$ cat config.mk
export PLATFORM = sky130hd
export DESIGN_NAME = tmr3_reload_capture
export DESIGN_NICKNAME = d
export VERILOG_FILES = /design/src/tmr3_pkg.sv /design/src/tmr3_edge_tick.sv /design/src/tmr3_clk_mux.sv /design/src/tmr3_reload_capture.sv
export SDC_FILE = /design/constraint.sdc
export NUM_CORES = 1
export LEC_CHECK = 0
export BUFFER_PORTS_ARGS = -buffer_cell sky130_fd_sc_hd__buf_2
export CELL_PAD_IN_SITES_DETAIL_PLACEMENT = 1
export CELL_PAD_IN_SITES_GLOBAL_PLACEMENT = 1
export CORE_MARGIN = 5
export CORE_UTILIZATION = 41
export CTS_BUF_LIST = sky130_fd_sc_hd__clkbuf_16
export DETAILED_ROUTE_END_ITERATION = 8
export PLACE_DENSITY = 0.8
export SYNTH_ARGS = -nofsm -noshare
export SYNTH_HDL_FRONTEND = slang
export SYNTH_SLANG_ARGS = --single-unit
$ cat constraint.sdc
create_clock -name sys_clk -period 2.5 [get_ports sys_clk]
set_input_delay 0.75 -clock sys_clk [delete_from_list [all_inputs] [get_ports sys_clk]]
set_output_delay 0.75 -clock sys_clk [all_outputs]
set_load 0.01 [all_outputs]
$ cat src/tmr3_pkg.sv
// constants shared by the timer three counter, its clock mux and its edge tickers
package tmr3_pkg;

	// ----------------------------------------------------------------
	// special function register addresses
	// ----------------------------------------------------------------
	localparam logic [7:0] ADDR_CONTROL     = 8'h91;
	localparam logic [7:0] ADDR_RELOAD_LOW  = 8'h92;
	localparam logic [7:0] ADDR_RELOAD_HIGH = 8'h93;
	localparam logic [7:0] ADDR_COUNT_LOW   = 8'h94;
	localparam logic [7:0] ADDR_COUNT_HIGH  = 8'h95;

	// ----------------------------------------------------------------
	// control register field positions
	// ----------------------------------------------------------------
	localparam int BIT_HIGH_FLAG   = 7;
	localparam int BIT_LOW_FLAG    = 6;
	localparam int BIT_LOW_IRQ_EN  = 5;
	localparam int BIT_CAPTURE_EN  = 4;
	localparam int BIT_SPLIT       = 3;
	localparam int BIT_RUN         = 2;
	localparam int BIT_ALT_SEL_HI  = 1;
	localparam int BIT_ALT_SEL_LO  = 0;

	// ----------------------------------------------------------------
	// reset values and counter limits
	// ----------------------------------------------------------------
	localparam logic [7:0] CONTROL_RESET = 8'h00;
	localparam logic [7:0] BYTE_RESET    = 8'h00;
	localparam logic [7:0] BYTE_MAX      = 8'hFF;
	localparam logic [7:0] BYTE_ZERO     = 8'h00;

	// ----------------------------------------------------------------
	// clock dividers
	// ----------------------------------------------------------------
	localparam int SYSTEM_CLOCK_DIV = 12;
	localparam int EXT_DIV    = 8;
	localparam int RTC_DIV    = 1;

	// ----------------------------------------------------------------
	// alternate clock select codes
	// ----------------------------------------------------------------
	localparam logic [1:0] ALT_SYSTEM_CLOCK_DIV12 = 2'h0;
	localparam logic [1:0] ALT_RTC          = 2'h1;
	localparam logic [1:0] ALT_RESERVED     = 2'h2;
	localparam logic [1:0] ALT_EXT_DIV8     = 2'h3;

endpackage : tmr3_pkg

$ cat src/tmr3_edge_tick.sv
// synchroniser and rising-edge divider for a slow asynchronous clock source
`timescale 1ns/1ps

module tmr3_edge_tick #(
	parameter int DIV = 1
) (
	input  wire logic sys_clk,
	input  wire logic srst,
	input  wire logic async_in,
	output logic      tick
);

	localparam int CW = (DIV > 1) ? $clog2(DIV) : 1;

	logic          sync_first;
	logic          sync_second;
	logic          prev_level;
	logic [CW-1:0] edge_count;
	logic          rise;

	// two-stage synchroniser; the first stage feeds nothing but the second
	always_ff @(posedge sys_clk) begin
		if (srst) begin
			sync_first  <= 1'b0;
			sync_second <= 1'b0;
			prev_level  <= 1'b0;
		end else begin
			sync_first  <= async_in;
			sync_second <= sync_first;
			prev_level  <= sync_second;
		end
	end

	assign rise = sync_second & ~prev_level;

	// one tick every DIV rising edges; source must be slower than sys_clk / 2
	always_ff @(posedge sys_clk) begin
		if (srst) begin
			edge_count <= '0;
			tick       <= 1'b0;
		end else if (rise) begin
			if (edge_count == CW'(DIV - 1)) begin
				edge_count <= '0;
				tick       <= 1'b1;
			end else begin
				edge_count <= edge_count + CW'(1);
				tick       <= 1'b0;
			end
		end else begin
			tick <= 1'b0;
		end
	end

endmodule : tmr3_edge_tick

$ cat src/tmr3_clk_mux.sv
// per-byte count tick selection between system clock and the alternate source
`timescale 1ns/1ps

module tmr3_clk_mux (
	input  wire logic       system_clock_sel,
	input  wire logic [1:0] alt_clock_sel,
	input  wire logic       tick_div12,
	input  wire logic       tick_rtc,
	input  wire logic       tick_ext8,
	output logic            tick
);

	// reserved alternate code gives no ticks unless system_clock_sel is set
	always_comb begin
		tick = 1'b0;
		if (system_clock_sel) begin
			tick = 1'b1;
		end else begin
			unique case (alt_clock_sel)
				tmr3_pkg::ALT_SYSTEM_CLOCK_DIV12: tick = tick_div12;
				tmr3_pkg::ALT_RTC:          tick = tick_rtc;
				tmr3_pkg::ALT_RESERVED:     tick = 1'b0;
				tmr3_pkg::ALT_EXT_DIV8:     tick = tick_ext8;
			endcase
		end
	end

endmodule : tmr3_clk_mux

$ cat src/tmr3_reload_capture.sv
// timer three: 16-bit or split 8-bit auto-reload counter with oscillator capture
//
// Function
// - split bit picks 16-bit or two 8-bit
// - 16-bit rollover loads reload pair unless capture enabled, sets high flag
// - 16-bit overflow interrupts when timer interrupts enabled
// - low byte rollover interrupts if low enable set
// - four clocks; slow sources synchronised first
// - split bytes reload from own reload register
// - split run bit gates high byte only
// - system_clock bit or alternate select picks clock
// - split bytes set own overflow flags
// - split interrupts on high, or either byte
// - flags never cleared by hardware
// - capture enable selects capture, split kept zero
// - capture on rtc edge or every 8 ext
// - capture copies counter to reload, sets flag
// - control register resets to zero
`timescale 1ns/1ps

module tmr3_reload_capture (
	input  wire logic       sys_clk,
	input  wire logic       srst,
	input  wire logic [7:0] sfr_addr,
	input  wire logic       sfr_wr,
	input  wire logic       sfr_rd,
	input  wire logic [7:0] sfr_wdata,
	output logic      [7:0] sfr_rdata,
	input  wire logic       high_byte_system_clock_sel,
	input  wire logic       low_byte_system_clock_sel,
	input  wire logic       timer_irq_en,
	input  wire logic       rtc_clk_in,
	input  wire logic       ext_osc_in,
	output logic            irq_request
);

	// ----------------------------------------------------------------
	// state
	// ----------------------------------------------------------------
	logic [7:0] timer_three_control;
	logic [7:0] reload_low_byte;
	logic [7:0] reload_high_byte;
	logic [7:0] count_low_byte;
	logic [7:0] count_high_byte;
	logic [3:0] prescale_count;
	logic       tick_div12;
	logic       tick_rtc;
	logic       tick_ext8;
	logic       low_tick;
	logic       high_tick;
	logic [7:0] next_count_low;
	logic [7:0] next_count_high;
	logic       low_ovf;
	logic       high_ovf;
	logic       capture_event;
	logic [7:0] read_value;

	logic       high_overflow_flag;
	logic       low_overflow_flag;
	logic       low_overflow_irq_en;
	logic       capture_mode_en;
	logic       split_mode_sel;
	logic       high_run_control;
	logic [1:0] alt_clock_sel;
	logic       capture_source_sel;
	logic       wr_control;
	logic       wr_reload_low;
	logic       wr_reload_high;
	logic       wr_count_low;
	logic       wr_count_high;

	assign high_overflow_flag  = timer_three_control[tmr3_pkg::BIT_HIGH_FLAG];
	assign low_overflow_flag   = timer_three_control[tmr3_pkg::BIT_LOW_FLAG];
	assign low_overflow_irq_en = timer_three_control[tmr3_pkg::BIT_LOW_IRQ_EN];
	assign capture_mode_en     = timer_three_control[tmr3_pkg::BIT_CAPTURE_EN];
	assign split_mode_sel      = timer_three_control[tmr3_pkg::BIT_SPLIT];
	assign high_run_control    = timer_three_control[tmr3_pkg::BIT_RUN];
	assign alt_clock_sel       = timer_three_control[tmr3_pkg::BIT_ALT_SEL_HI:
	                                                 tmr3_pkg::BIT_ALT_SEL_LO];
	assign capture_source_sel  = timer_three_control[tmr3_pkg::BIT_ALT_SEL_HI];

	// ----------------------------------------------------------------
	// register bus decode
	// ----------------------------------------------------------------
	assign wr_control     = sfr_wr && (sfr_addr == tmr3_pkg::ADDR_CONTROL);
	assign wr_reload_low  = sfr_wr && (sfr_addr == tmr3_pkg::ADDR_RELOAD_LOW);
	assign wr_reload_high = sfr_wr && (sfr_addr == tmr3_pkg::ADDR_RELOAD_HIGH);
	assign wr_count_low   = sfr_wr && (sfr_addr == tmr3_pkg::ADDR_COUNT_LOW);
	assign wr_count_high  = sfr_wr && (sfr_addr == tmr3_pkg::ADDR_COUNT_HIGH);

	// ----------------------------------------------------------------
	// clock sources
	// ----------------------------------------------------------------

	// divide-by-12 prescaler on the system clock
	always_ff @(posedge sys_clk) begin
		if (srst) begin
			prescale_count <= 4'h0;
			tick_div12     <= 1'b0;
		end else if (prescale_count == 4'(tmr3_pkg::SYSTEM_CLOCK_DIV - 1)) begin
			prescale_count <= 4'h0;
			tick_div12     <= 1'b1;
		end else begin
			prescale_count <= prescale_count + 4'h1;
			tick_div12     <= 1'b0;
		end
	end

	// slow sources are synchronised before they can tick the counter
	tmr3_edge_tick #(.DIV(tmr3_pkg::RTC_DIV)) u_rtc_tick (
		.sys_clk  (sys_clk),
		.srst     (srst),
		.async_in (rtc_clk_in),
		.tick     (tick_rtc)
	);

	tmr3_edge_tick #(.DIV(tmr3_pkg::EXT_DIV)) u_ext_tick (
		.sys_clk  (sys_clk),
		.srst     (srst),
		.async_in (ext_osc_in),
		.tick     (tick_ext8)
	);

	// each byte has its own system_clock override; 16-bit mode uses the low selection
	tmr3_clk_mux u_low_mux (
		.system_clock_sel    (low_byte_system_clock_sel),
		.alt_clock_sel (alt_clock_sel),
		.tick_div12    (tick_div12),
		.tick_rtc      (tick_rtc),
		.tick_ext8     (tick_ext8),
		.tick          (low_tick)
	);

	tmr3_clk_mux u_high_mux (
		.system_clock_sel    (high_byte_system_clock_sel),
		.alt_clock_sel (alt_clock_sel),
		.tick_div12    (tick_div12),
		.tick_rtc      (tick_rtc),
		.tick_ext8     (tick_ext8),
		.tick          (high_tick)
	);

	// capture trigger: rtc edge or every eighth ext edge
	assign capture_event = capture_mode_en &&
	                       (capture_source_sel ? tick_ext8 : tick_rtc);

	// ----------------------------------------------------------------
	// counter next-state
	// ----------------------------------------------------------------

	// capture mode free-runs the 16-bit count, the reload pair holds captures
	always_comb begin
		next_count_low  = count_low_byte;
		next_count_high = count_high_byte;
		low_ovf         = 1'b0;
		high_ovf        = 1'b0;
		if (split_mode_sel) begin
			if (low_tick) begin
				low_ovf        = (count_low_byte == tmr3_pkg::BYTE_MAX);
				next_count_low = low_ovf ? reload_low_byte
				                         : count_low_byte + 8'h01;
			end
			if (high_run_control && high_tick) begin
				high_ovf        = (count_high_byte == tmr3_pkg::BYTE_MAX);
				next_count_high = high_ovf ? reload_high_byte
				                           : count_high_byte + 8'h01;
			end
		end else if (high_run_control && low_tick) begin
			low_ovf  = (count_low_byte == tmr3_pkg::BYTE_MAX);
			high_ovf = low_ovf && (count_high_byte == tmr3_pkg::BYTE_MAX);
			if (high_ovf && !capture_mode_en) begin
				next_count_low  = reload_low_byte;
				next_count_high = reload_high_byte;
			end else begin
				{next_count_high, next_count_low} =
					16'({count_high_byte, count_low_byte} + 16'h0001);
			end
		end
		// software writes win over counting
		if (wr_count_low) begin
			next_count_low = sfr_wdata;
		end
		if (wr_count_high) begin
			next_count_high = sfr_wdata;
		end
	end

	// counter bytes
	always_ff @(posedge sys_clk) begin
		if (srst) begin
			count_low_byte  <= tmr3_pkg::BYTE_RESET;
			count_high_byte <= tmr3_pkg::BYTE_RESET;
		end else begin
			count_low_byte  <= next_count_low;
			count_high_byte <= next_count_high;
		end
	end

	// reload pair; a capture beats a same-cycle software write
	always_ff @(posedge sys_clk) begin
		if (srst) begin
			reload_low_byte  <= tmr3_pkg::BYTE_RESET;
			reload_high_byte <= tmr3_pkg::BYTE_RESET;
		end else if (capture_event) begin
			reload_low_byte  <= count_low_byte;
			reload_high_byte <= count_high_byte;
		end else begin
			if (wr_reload_low) begin
				reload_low_byte <= sfr_wdata;
			end
			if (wr_reload_high) begin
				reload_high_byte <= sfr_wdata;
			end
		end
	end

	// control register; hardware flag sets win over a clearing write
	always_ff @(posedge sys_clk) begin
		if (srst) begin
			timer_three_control <= tmr3_pkg::CONTROL_RESET;
		end else begin
			if (wr_control) begin
				timer_three_control <= sfr_wdata;
			end
			timer_three_control[tmr3_pkg::BIT_HIGH_FLAG] <=
				(wr_control ? sfr_wdata[tmr3_pkg::BIT_HIGH_FLAG] : high_overflow_flag)
				| high_ovf | capture_event;
			timer_three_control[tmr3_pkg::BIT_LOW_FLAG] <=
				(wr_control ? sfr_wdata[tmr3_pkg::BIT_LOW_FLAG] : low_overflow_flag)
				| low_ovf;
		end
	end

	// ----------------------------------------------------------------
	// interrupt request and read data
	// ----------------------------------------------------------------

	// level request held while an enabled flag stands
	always_ff @(posedge sys_clk) begin
		if (srst) begin
			irq_request <= 1'b0;
		end else begin
			irq_request <= timer_irq_en && (high_overflow_flag ||
			               (low_overflow_irq_en && low_overflow_flag));
		end
	end

	// unmapped addresses read as zero
	always_comb begin
		case (sfr_addr)
			tmr3_pkg::ADDR_CONTROL:     read_value = timer_three_control;
			tmr3_pkg::ADDR_RELOAD_LOW:  read_value = reload_low_byte;
			tmr3_pkg::ADDR_RELOAD_HIGH: read_value = reload_high_byte;
			tmr3_pkg::ADDR_COUNT_LOW:   read_value = count_low_byte;
			tmr3_pkg::ADDR_COUNT_HIGH:  read_value = count_high_byte;
			default:                    read_value = tmr3_pkg::BYTE_ZERO;
		endcase
	end

	// read data registered one cycle after the strobe, held otherwise
	always_ff @(posedge sys_clk) begin
		if (srst) begin
			sfr_rdata <= tmr3_pkg::BYTE_ZERO;
		end else if (sfr_rd) begin
			sfr_rdata <= read_value;
		end
	end

	// ----------------------------------------------------------------
	// assertions
	// ----------------------------------------------------------------
	logic no_sw_write;
	assign no_sw_write = !sfr_wr;

	property p_full_rollover;
		@(posedge sys_clk) disable iff (srst)
		(!split_mode_sel && !capture_mode_en && high_run_control && low_tick &&
		 count_low_byte == 8'hFF && count_high_byte == 8'hFF && no_sw_write)
		|=> ({count_high_byte, count_low_byte} ==
		     $past({reload_high_byte, reload_low_byte})) && high_overflow_flag;
	endproperty
	a_full_rollover: assert property (p_full_rollover)
		else $error("16-bit rollover did not reload or flag");

	property p_irq_high;
		@(posedge sys_clk) disable iff (srst)
		(timer_irq_en && high_overflow_flag) |=> irq_request;
	endproperty
	a_irq_high: assert property (p_irq_high)
		else $error("high flag did not raise interrupt");

	property p_irq_low;
		@(posedge sys_clk) disable iff (srst)
		(timer_irq_en && low_overflow_irq_en && low_overflow_flag) |=> irq_request;
	endproperty
	a_irq_low: assert property (p_irq_low)
		else $error("low flag with enable did not raise interrupt");

	property p_irq_low_masked;
		@(posedge sys_clk) disable iff (srst)
		(!high_overflow_flag && !low_overflow_irq_en) |=> !irq_request;
	endproperty
	a_irq_low_masked: assert property (p_irq_low_masked)
		else $error("interrupt raised without an enabled source");

	property p_split_low_reload;
		@(posedge sys_clk) disable iff (srst)
		(split_mode_sel && low_tick && count_low_byte == 8'hFF && no_sw_write)
		|=> count_low_byte == $past(reload_low_byte) && low_overflow_flag;
	endproperty
	a_split_low_reload: assert property (p_split_low_reload)
		else $error("split low byte did not reload and flag");

	property p_split_high_stopped;
		@(posedge sys_clk) disable iff (srst)
		(split_mode_sel && !high_run_control && no_sw_write) |=> $stable(count_high_byte);
	endproperty
	a_split_high_stopped: assert property (p_split_high_stopped)
		else $error("stopped high byte moved in split mode");

	property p_flag_sticky;
		@(posedge sys_clk) disable iff (srst)
		(high_overflow_flag && low_overflow_flag && no_sw_write)
		|=> high_overflow_flag && low_overflow_flag;
	endproperty
	a_flag_sticky: assert property (p_flag_sticky)
		else $error("overflow flag cleared by hardware");

	property p_capture;
		@(posedge sys_clk) disable iff (srst)
		capture_event |=> ({reload_high_byte, reload_low_byte} ==
		                   $past({count_high_byte, count_low_byte})) && high_overflow_flag;
	endproperty
	a_capture: assert property (p_capture)
		else $error("capture did not copy counter");

	property p_reset_control;
		@(posedge sys_clk) srst |=> timer_three_control == 8'h00;
	endproperty
	a_reset_control: assert property (p_reset_control)
		else $error("control register not zero after reset");

	property p_reserved_clock;
		@(posedge sys_clk) disable iff (srst)
		(!low_byte_system_clock_sel && alt_clock_sel == 2'h2) |-> !low_tick;
	endproperty
	a_reserved_clock: assert property (p_reserved_clock)
		else $error("reserved clock code produced a tick");

	property p_prescale_gap;
		@(posedge sys_clk) disable iff (srst)
		tick_div12 |=> !tick_div12 [*8];
	endproperty
	a_prescale_gap: assert property (p_prescale_gap)
		else $error("divide-by-12 tick too frequent");

endmodule : tmr3_reload_capture

==> results of run 1 <==
## layer usage
metal | wire length [um] | track usage, % | up-vias
met2 | 6761 | 42.99 | 244
met5 | 0 | 0 | -
met1 | 6267 | 34.89 | 2074
met4 | 595 | 12.33 | 0
li1 | - | - | 1870
met3 | 1267 | 4.576 | 55
## worst max-delay path: stages (launching register included)
cell and delay, ps:
dfxtp_1 560, nand3_1 410, nor3_2 350, a2111oi_0 160, or4_1 520, a32o_1 220
## cell usage in the layout, fill, tap and decap left out, types with 6 or more instances in the layout
master	count
a211oi_1	11
a21oi_1	28
a222oi_1	8
a22oi_1	10
a311oi_1	9
and3_1	9
buf_2	33
buf_4	38
clkbuf_16	9
dfxtp_1	65
inv_1	12
mux2i_1	15
nand2_1	37
nand3_1	23
nand4_1	8
nor2_1	40
nor2b_1	9
nor3_1	6
nor3b_1	6
o211a_1	8
o211ai_1	12
o21ai_0	13
o31ai_1	7
or4_1	6
## sequential cells by signal, summed over array words and instances (netlist names)
| register | cells |
|---|---|
| prescale_count | 4 |
| reload_low_byte | 8 |
| u_ext_tick.sync_second | 1 |
| tick_div12 | 1 |
| u_ext_tick.tick | 1 |
| irq_request | 1 |
| u_rtc_tick.sync_second | 1 |
| u_rtc_tick.sync_first | 1 |
| count_low_byte | 8 |
| reload_high_byte | 8 |
| u_rtc_tick.prev_level | 1 |
| count_high_byte | 8 |
| sfr_rdata | 8 |
| u_ext_tick.prev_level | 1 |
| u_ext_tick.sync_first | 1 |
| timer_three_control | 8 |
| u_rtc_tick.tick | 1 |
| u_ext_tick.edge_count | 3 |
## final cells by class
cell class	count	area, sq um	area share (%)
clock buffers	9	225.2	4.945
clock inverters	7	70.07	1.538
inverters	12	45.04	0.9890
multi-input cells	346	2323	51.02
flip-flops and latches	65	1301	28.57
well taps	111	138.9	3.049
repair buffers	71	450.4	9.890
## metrics by stage
stage | worst slack [ps] | cells | area [sq um] | total power [W] | setup TNS [ps]
after floorplan | 61.48 | 458 | 3826 | 0.001149 | 0
after global placement | 10.30 | 605 | 4259 | 0.001218 | 0
after detailed placement | -74.61 | 605 | 4259 | 0.001224 | -114.2
after CTS | 238.0 | 621 | 4554 | 0.002471 | 0
after global routing | 80.25 | 621 | 4554 | 0.002534 | 0
final | 169.6 | 621 | 4554 | 0.002463 | 0
## worst max-delay path by stage
stage	startpoint	to	slack (ps)	cells after the start
after floorplan	sfr_addr[1]	count_high_byte[1]	60	7
after global placement	sfr_addr[1]	count_low_byte[6]	10	8
after detailed placement	sfr_addr[1]	count_low_byte[6]	-70	8
after CTS	count_high_byte[2]	count_high_byte[7]	240	5
after global routing	sfr_addr[1]	count_low_byte[6]	80	8
final	count_high_byte[2]	count_high_byte[7]	170	5
## report_power, final
part | total (W) | internal, W | switching, W
Clock | 0.00126 | 0.000769 | 0.000490
Combinational | 0.000140 | 0.0000499 | 0.0000899
Sequential | 0.00106 | 0.00105 | 0.0000106
## logic make-up after synthesis
kind of cell	Yosys count	synth area share (%)
multiplexers	19	5.101
XOR/XNOR	3	0.6868
adder cells (fa/ha/maj)	5	1.635
AND/OR/NAND/NOR	175	24.95
flip-flops	65	34.01
AO/OA/AOI/OAI	144	28.35
buffers and inverters	47	5.265
==> impl_metrics.json, run 1 <==
{
  "ys_dominant_reg_cell": "dfxtp_1",
  "crit_type": "flip-flop to flip-flop",
  "track_usage_pct": 26.70,
  "rows": 35,
  "finalSetupViolCount": 0,
  "final_antenna_net_count": 0,
  "gr-total-overflow": 0,
  "synthesis.nets": 488,
  "final_core_utilization_pct": 49.76,
  "synth.avg_cell_area_sq_um": 8.354,
  "synthCells": 458,
  "status": "completed",
  "antenna_found_initial": 0,
  "max_freq_mhz": 429.1,
  "wl_per_cell_um": 23.98,
  "async_flop_share_pct": 0,
  "postCtsSetupBuffers": 0,
  "drt_iter0_drc": 473,
  "fin_nets": 535,
  "clock-root-buffer": "clkbuf_16",
  "grt_first_pass_wirelength_um": 23510,
  "seq_area_frac_synth_pct": 34.01,
  "synth_top_area_cell": "dfxtp_1",
  "synth.area.top_cells": "dfxtp_1, mux2i_1, nor2_1",
  "numCtsBuffers": 9,
  "critPathMaxFanout": 10,
  "ctsHoldBuffers": 0,
  "num_antenna_cells": 0,
  "cts_tree": "built",
  "worstHoldPathType": "flip-flop to flip-flop",
  "yosysWarnings": 0,
  "first_pass_iters": 5,
  "rr_worst_depth": 5,
  "dieHeight_um": 106.6,
  "power_density_mw_per_mm2": 540.7,
  "drive_gt1_share_pct": 20.59,
  "relSlewSlack_pct": 57.65,
  "start_util_pct": 41.80,
  "gp_congestion": 0.9895,
  "synthTopCellsByCount": "dfxtp_1, nor2_1, nand2_1, a21oi_1, nand3_1",
  "max_cap_viol_count": 0,
  "synth_cell_type_count": 70,
  "ctsResizeCount": 0,
  "dp_hpwl_um": 10620,
  "drv_slew": 0,
  "hold_viol": 0,
  "rrSetupSlack_ps": 170,
  "reg2reg_to": "count_high_byte[7]",
  "critPathRequiredTime_ps": 2720,
  "hold_start": "u_rtc_tick.prev_level",
  "hold_depth": 1,
  "synth-edff-count": 0,
  "grt_pass1_vias": 4313,
  "die_x_um": 106.6,
  "cts.sinks": 65,
  "synth_seq_cells": 65,
  "htree_levels": 3,
  "drc": 0,
  "grt_max_degree": 34,
  "num_io_pins": 34,
  "ir_drop_mv": 0.2599,
  "hold_slack_ps": 384.1,
  "clock_latency_ps": 330,
  "tightest_slew_ps": 634.6,
  "start_kind": "flip-flop",
  "fin_worst_skew_ps": 8.389,
  "fp.dieArea_sq_mm": 0.01136,
  "cp-end-kind": "flip-flop",
  "p_leak_nw": 1.699,
  "clk_pin_slew_ps": 60,
  "syn2layout_area_growth_pct": 19.03,
  "yosysTopAreaCellShare_pct": 34.01,
  "port_buffers": 33,
  "whs_endpoint": "u_rtc_tick.tick",
  "viasPerCell": 6.833,
  "period_share_pct": 93.22,
  "wirelength_um": 14890,
  "post-synth-top-count-cell": "dfxtp_1",
  "cp.arrival_ps": 2550,
  "rsz0062_at_grt": "false",
  "fill_cells": 1132,
  "clockBufferDepth": 2,
  "r2r-start": "count_high_byte[2]",
  "synth_area_sq_mm": 0.003826,
  "vias": 4243,
  "period_minus_slack_ps": 2330,
  "coreArea_sq_mm": 0.009153
}
No activity file was read; power rests on OpenSTA's default activity.
==> run 2, diff against run 1 <==
--- a/config.mk
+++ b/config.mk
@@ -8,11 +8,11 @@
 export BUFFER_PORTS_ARGS = -buffer_cell sky130_fd_sc_hd__buf_2
 export CELL_PAD_IN_SITES_DETAIL_PLACEMENT = 1
 export CELL_PAD_IN_SITES_GLOBAL_PLACEMENT = 1
-export CORE_MARGIN = 5
 export CORE_UTILIZATION = 41
 export CTS_BUF_LIST = sky130_fd_sc_hd__clkbuf_16
 export DETAILED_ROUTE_END_ITERATION = 8
 export PLACE_DENSITY = 0.8
+export SKIP_LAST_GASP = 1
 export SYNTH_ARGS = -nofsm -noshare
 export SYNTH_HDL_FRONTEND = slang
 export SYNTH_SLANG_ARGS = --single-unit
==> run 2 against run 1 <==
Effect of this change: core utilization up 2.4 points; worst hold slack better by 32 ps; final cell count rose by 0.48%; clock power up 12%; first-iteration DRC count grew 6.1%; register-to-register slack better by 80 ps; count of clock-buffer cells in the layout is the same; design area up 1.8%; flip-flop and latch count unchanged; clock skew about the same; sequential share of layout area shrank 0.52 points; largest power group unchanged; highest routed layer unchanged; critical path depth rose by 1.
==> impl_metrics.json, run 2 (synthesis results as in run 1) <==
{
  "status": "completed",
  "clock_latency_ps": 340,
  "syn2layout_area_growth_pct": 21.22,
  "ctsResizeCount": 0,
  "port_buffers": 33,
  "netSwitchingPower_w": 0.0006237,
  "num_io_pins": 34,
  "vias": 4199,
  "htree_levels": 3,
  "relSlewSlack_pct": 57.21,
  "multi_input_area_sq_mm": 0.002323,
  "p_int_w": 0.001987,
  "clock-root-buffer": "clkbuf_16",
  "fin_cells": 624,
  "viasPerCell": 6.729,
  "drv_slew": 0,
  "dpl.cell_count": 608,
  "ctsHoldBuffers": 0,
  "drive_gt1_share_pct": 21.71,
  "period_minus_slack_ps": 2260,
  "grt_max_degree": 34,
  "grt_pass1_vias": 4266,
  "coreArea_sq_mm": 0.008891,
  "cp-end-kind": "flip-flop",
  "pwr-share-comb_pct": 5.4,
  "final_core_utilization_pct": 52.17,
  "clockPowerShare_pct": 53.9,
  "grt_first_pass_wirelength_um": 23580,
  "tns_ps": 0,
  "clk_pin_slew_ps": 60,
  "fin_nets": 541,
  "drc": 0,
  "start_kind": "primary input",
  "clockBufferDepth": 2,
  "track_usage_pct": 31.82,
  "dieHeight_um": 98.60,
  "seq_area_sq_mm": 0.001301,
  "critPathMaxFanout": 8,
  "final_antenna_net_count": 0,
  "critPathRequiredTime_ps": 2760,
  "first_pass_iters": 9,
  "cp.arrival_ps": 2520,
  "die_x_um": 98.60,
  "seqPwrFrac_pct": 40.7,
  "max_freq_mhz": 442.4,
  "fp.dieArea_sq_mm": 0.009722,
  "power_density_mw_per_mm2": 562.9,
  "start_util_pct": 43.03,
  "final_cell_mix": "dfxtp_1, buf_4, nor2_1, nand2_1, buf_2",
  "p_leak_nw": 1.755,
  "dp_hpwl_um": 10570,
  "hold_depth": 1,
  "dp_worst_setup_slack_ps": -65.70,
  "ir_drop_mv": 0.3319,
  "rows": 34,
  "p_sw_share_pct": 23.89,
  "gr-total-overflow": 0,
  "postCtsSetupBuffers": 0,
  "num_antenna_cells": 0,
  "rsz0062_at_grt": "false",
  "rrSetupSlack_ps": 250,
  "antenna_found_initial": 0,
  "cts_tree": "built",
  "cts.sinks": 65,
  "period_share_pct": 90.41,
  "max_cap_viol_count": 0,
  "final_common_cell": "dfxtp_1",
  "finalSetupViolCount": 0,
  "wl_per_cell_um": 23.65,
  "p_total_w": 0.002611,
  "rr_worst_depth": 6,
  "hold_viol": 0,
  "fin_worst_skew_ps": 7.980,
  "crit_type": "primary input to flip-flop",
  "fill_cells": 1068,
  "worstHoldPathType": "flip-flop to flip-flop",
  "fin_ws_ps": 239.7,
  "gp_congestion": 0.9784,
  "drt_iter0_drc": 502,
  "numCtsBuffers": 9,
  "tightest_slew_ps": 641.8,
  "wirelength_um": 14760
}
run 2: cell types whose count changed in the layout (fill, tap and decap cells not counted), sizes merged:
cell      before  now
buf           71   77
bufinv         1    2
inv           13   15
clkinvlp       3    0
run 2: area by class of cell:
type | count | share of cell area, %
repair buffers | 77 | 10.95
clock buffers | 9 | 4.856
inverters | 12 | 0.9711
well taps | 108 | 2.913
multi-input cells | 346 | 50.09
flip-flops and latches | 65 | 28.06
clock inverters | 7 | 2.158
run 2: power groups by stage:
stage	Combinational [W]	Clock (W)	Sequential [W]
floorplan	0.0000634	0	0.00109
global placement	0.000134	0	0.00108
detailed placement	0.000139	0	0.00109
CTS	0.000140	0.00141	0.00106
global route	0.000152	0.00146	0.00106
finish	0.000142	0.00141	0.00106
run 2: path summary, 6_finish.rpt:
check                             to                   from
hold / removal       u_rtc_tick.tick  u_rtc_tick.prev_level
setup / recovery  count_high_byte[3]            sfr_addr[1]
hold reg to reg      u_rtc_tick.tick  u_rtc_tick.prev_level
setup reg to reg  count_high_byte[7]     count_high_byte[0]
run 2: critical path, cell delays in order:
cell     delay (ps)
buf_2           110
or4b_1          660
or3_4           440
buf_4           160
a211o_1         260
a21oi_1         140
run 2: stage by stage:
stage | hold WS [ps] | area, sq um
final | 416.0 | 4638
after floorplan | 367.4 | 3826
after global placement | 373.5 | 4313
after CTS | 424.7 | 4638
after global routing | 444.0 | 4638
after detailed placement | 408.4 | 4313
run 2: layer usage:
metal | global-route usage (%) | part of all wire (%) | vias up
met5 | 0 | 0 | -
met4 | 16.19 | 4.3 | 0
met3 | 4.965 | 8.6 | 57
met2 | 50.54 | 46 | 236
met1 | 42.02 | 41 | 2026
li1 | - | - | 1880
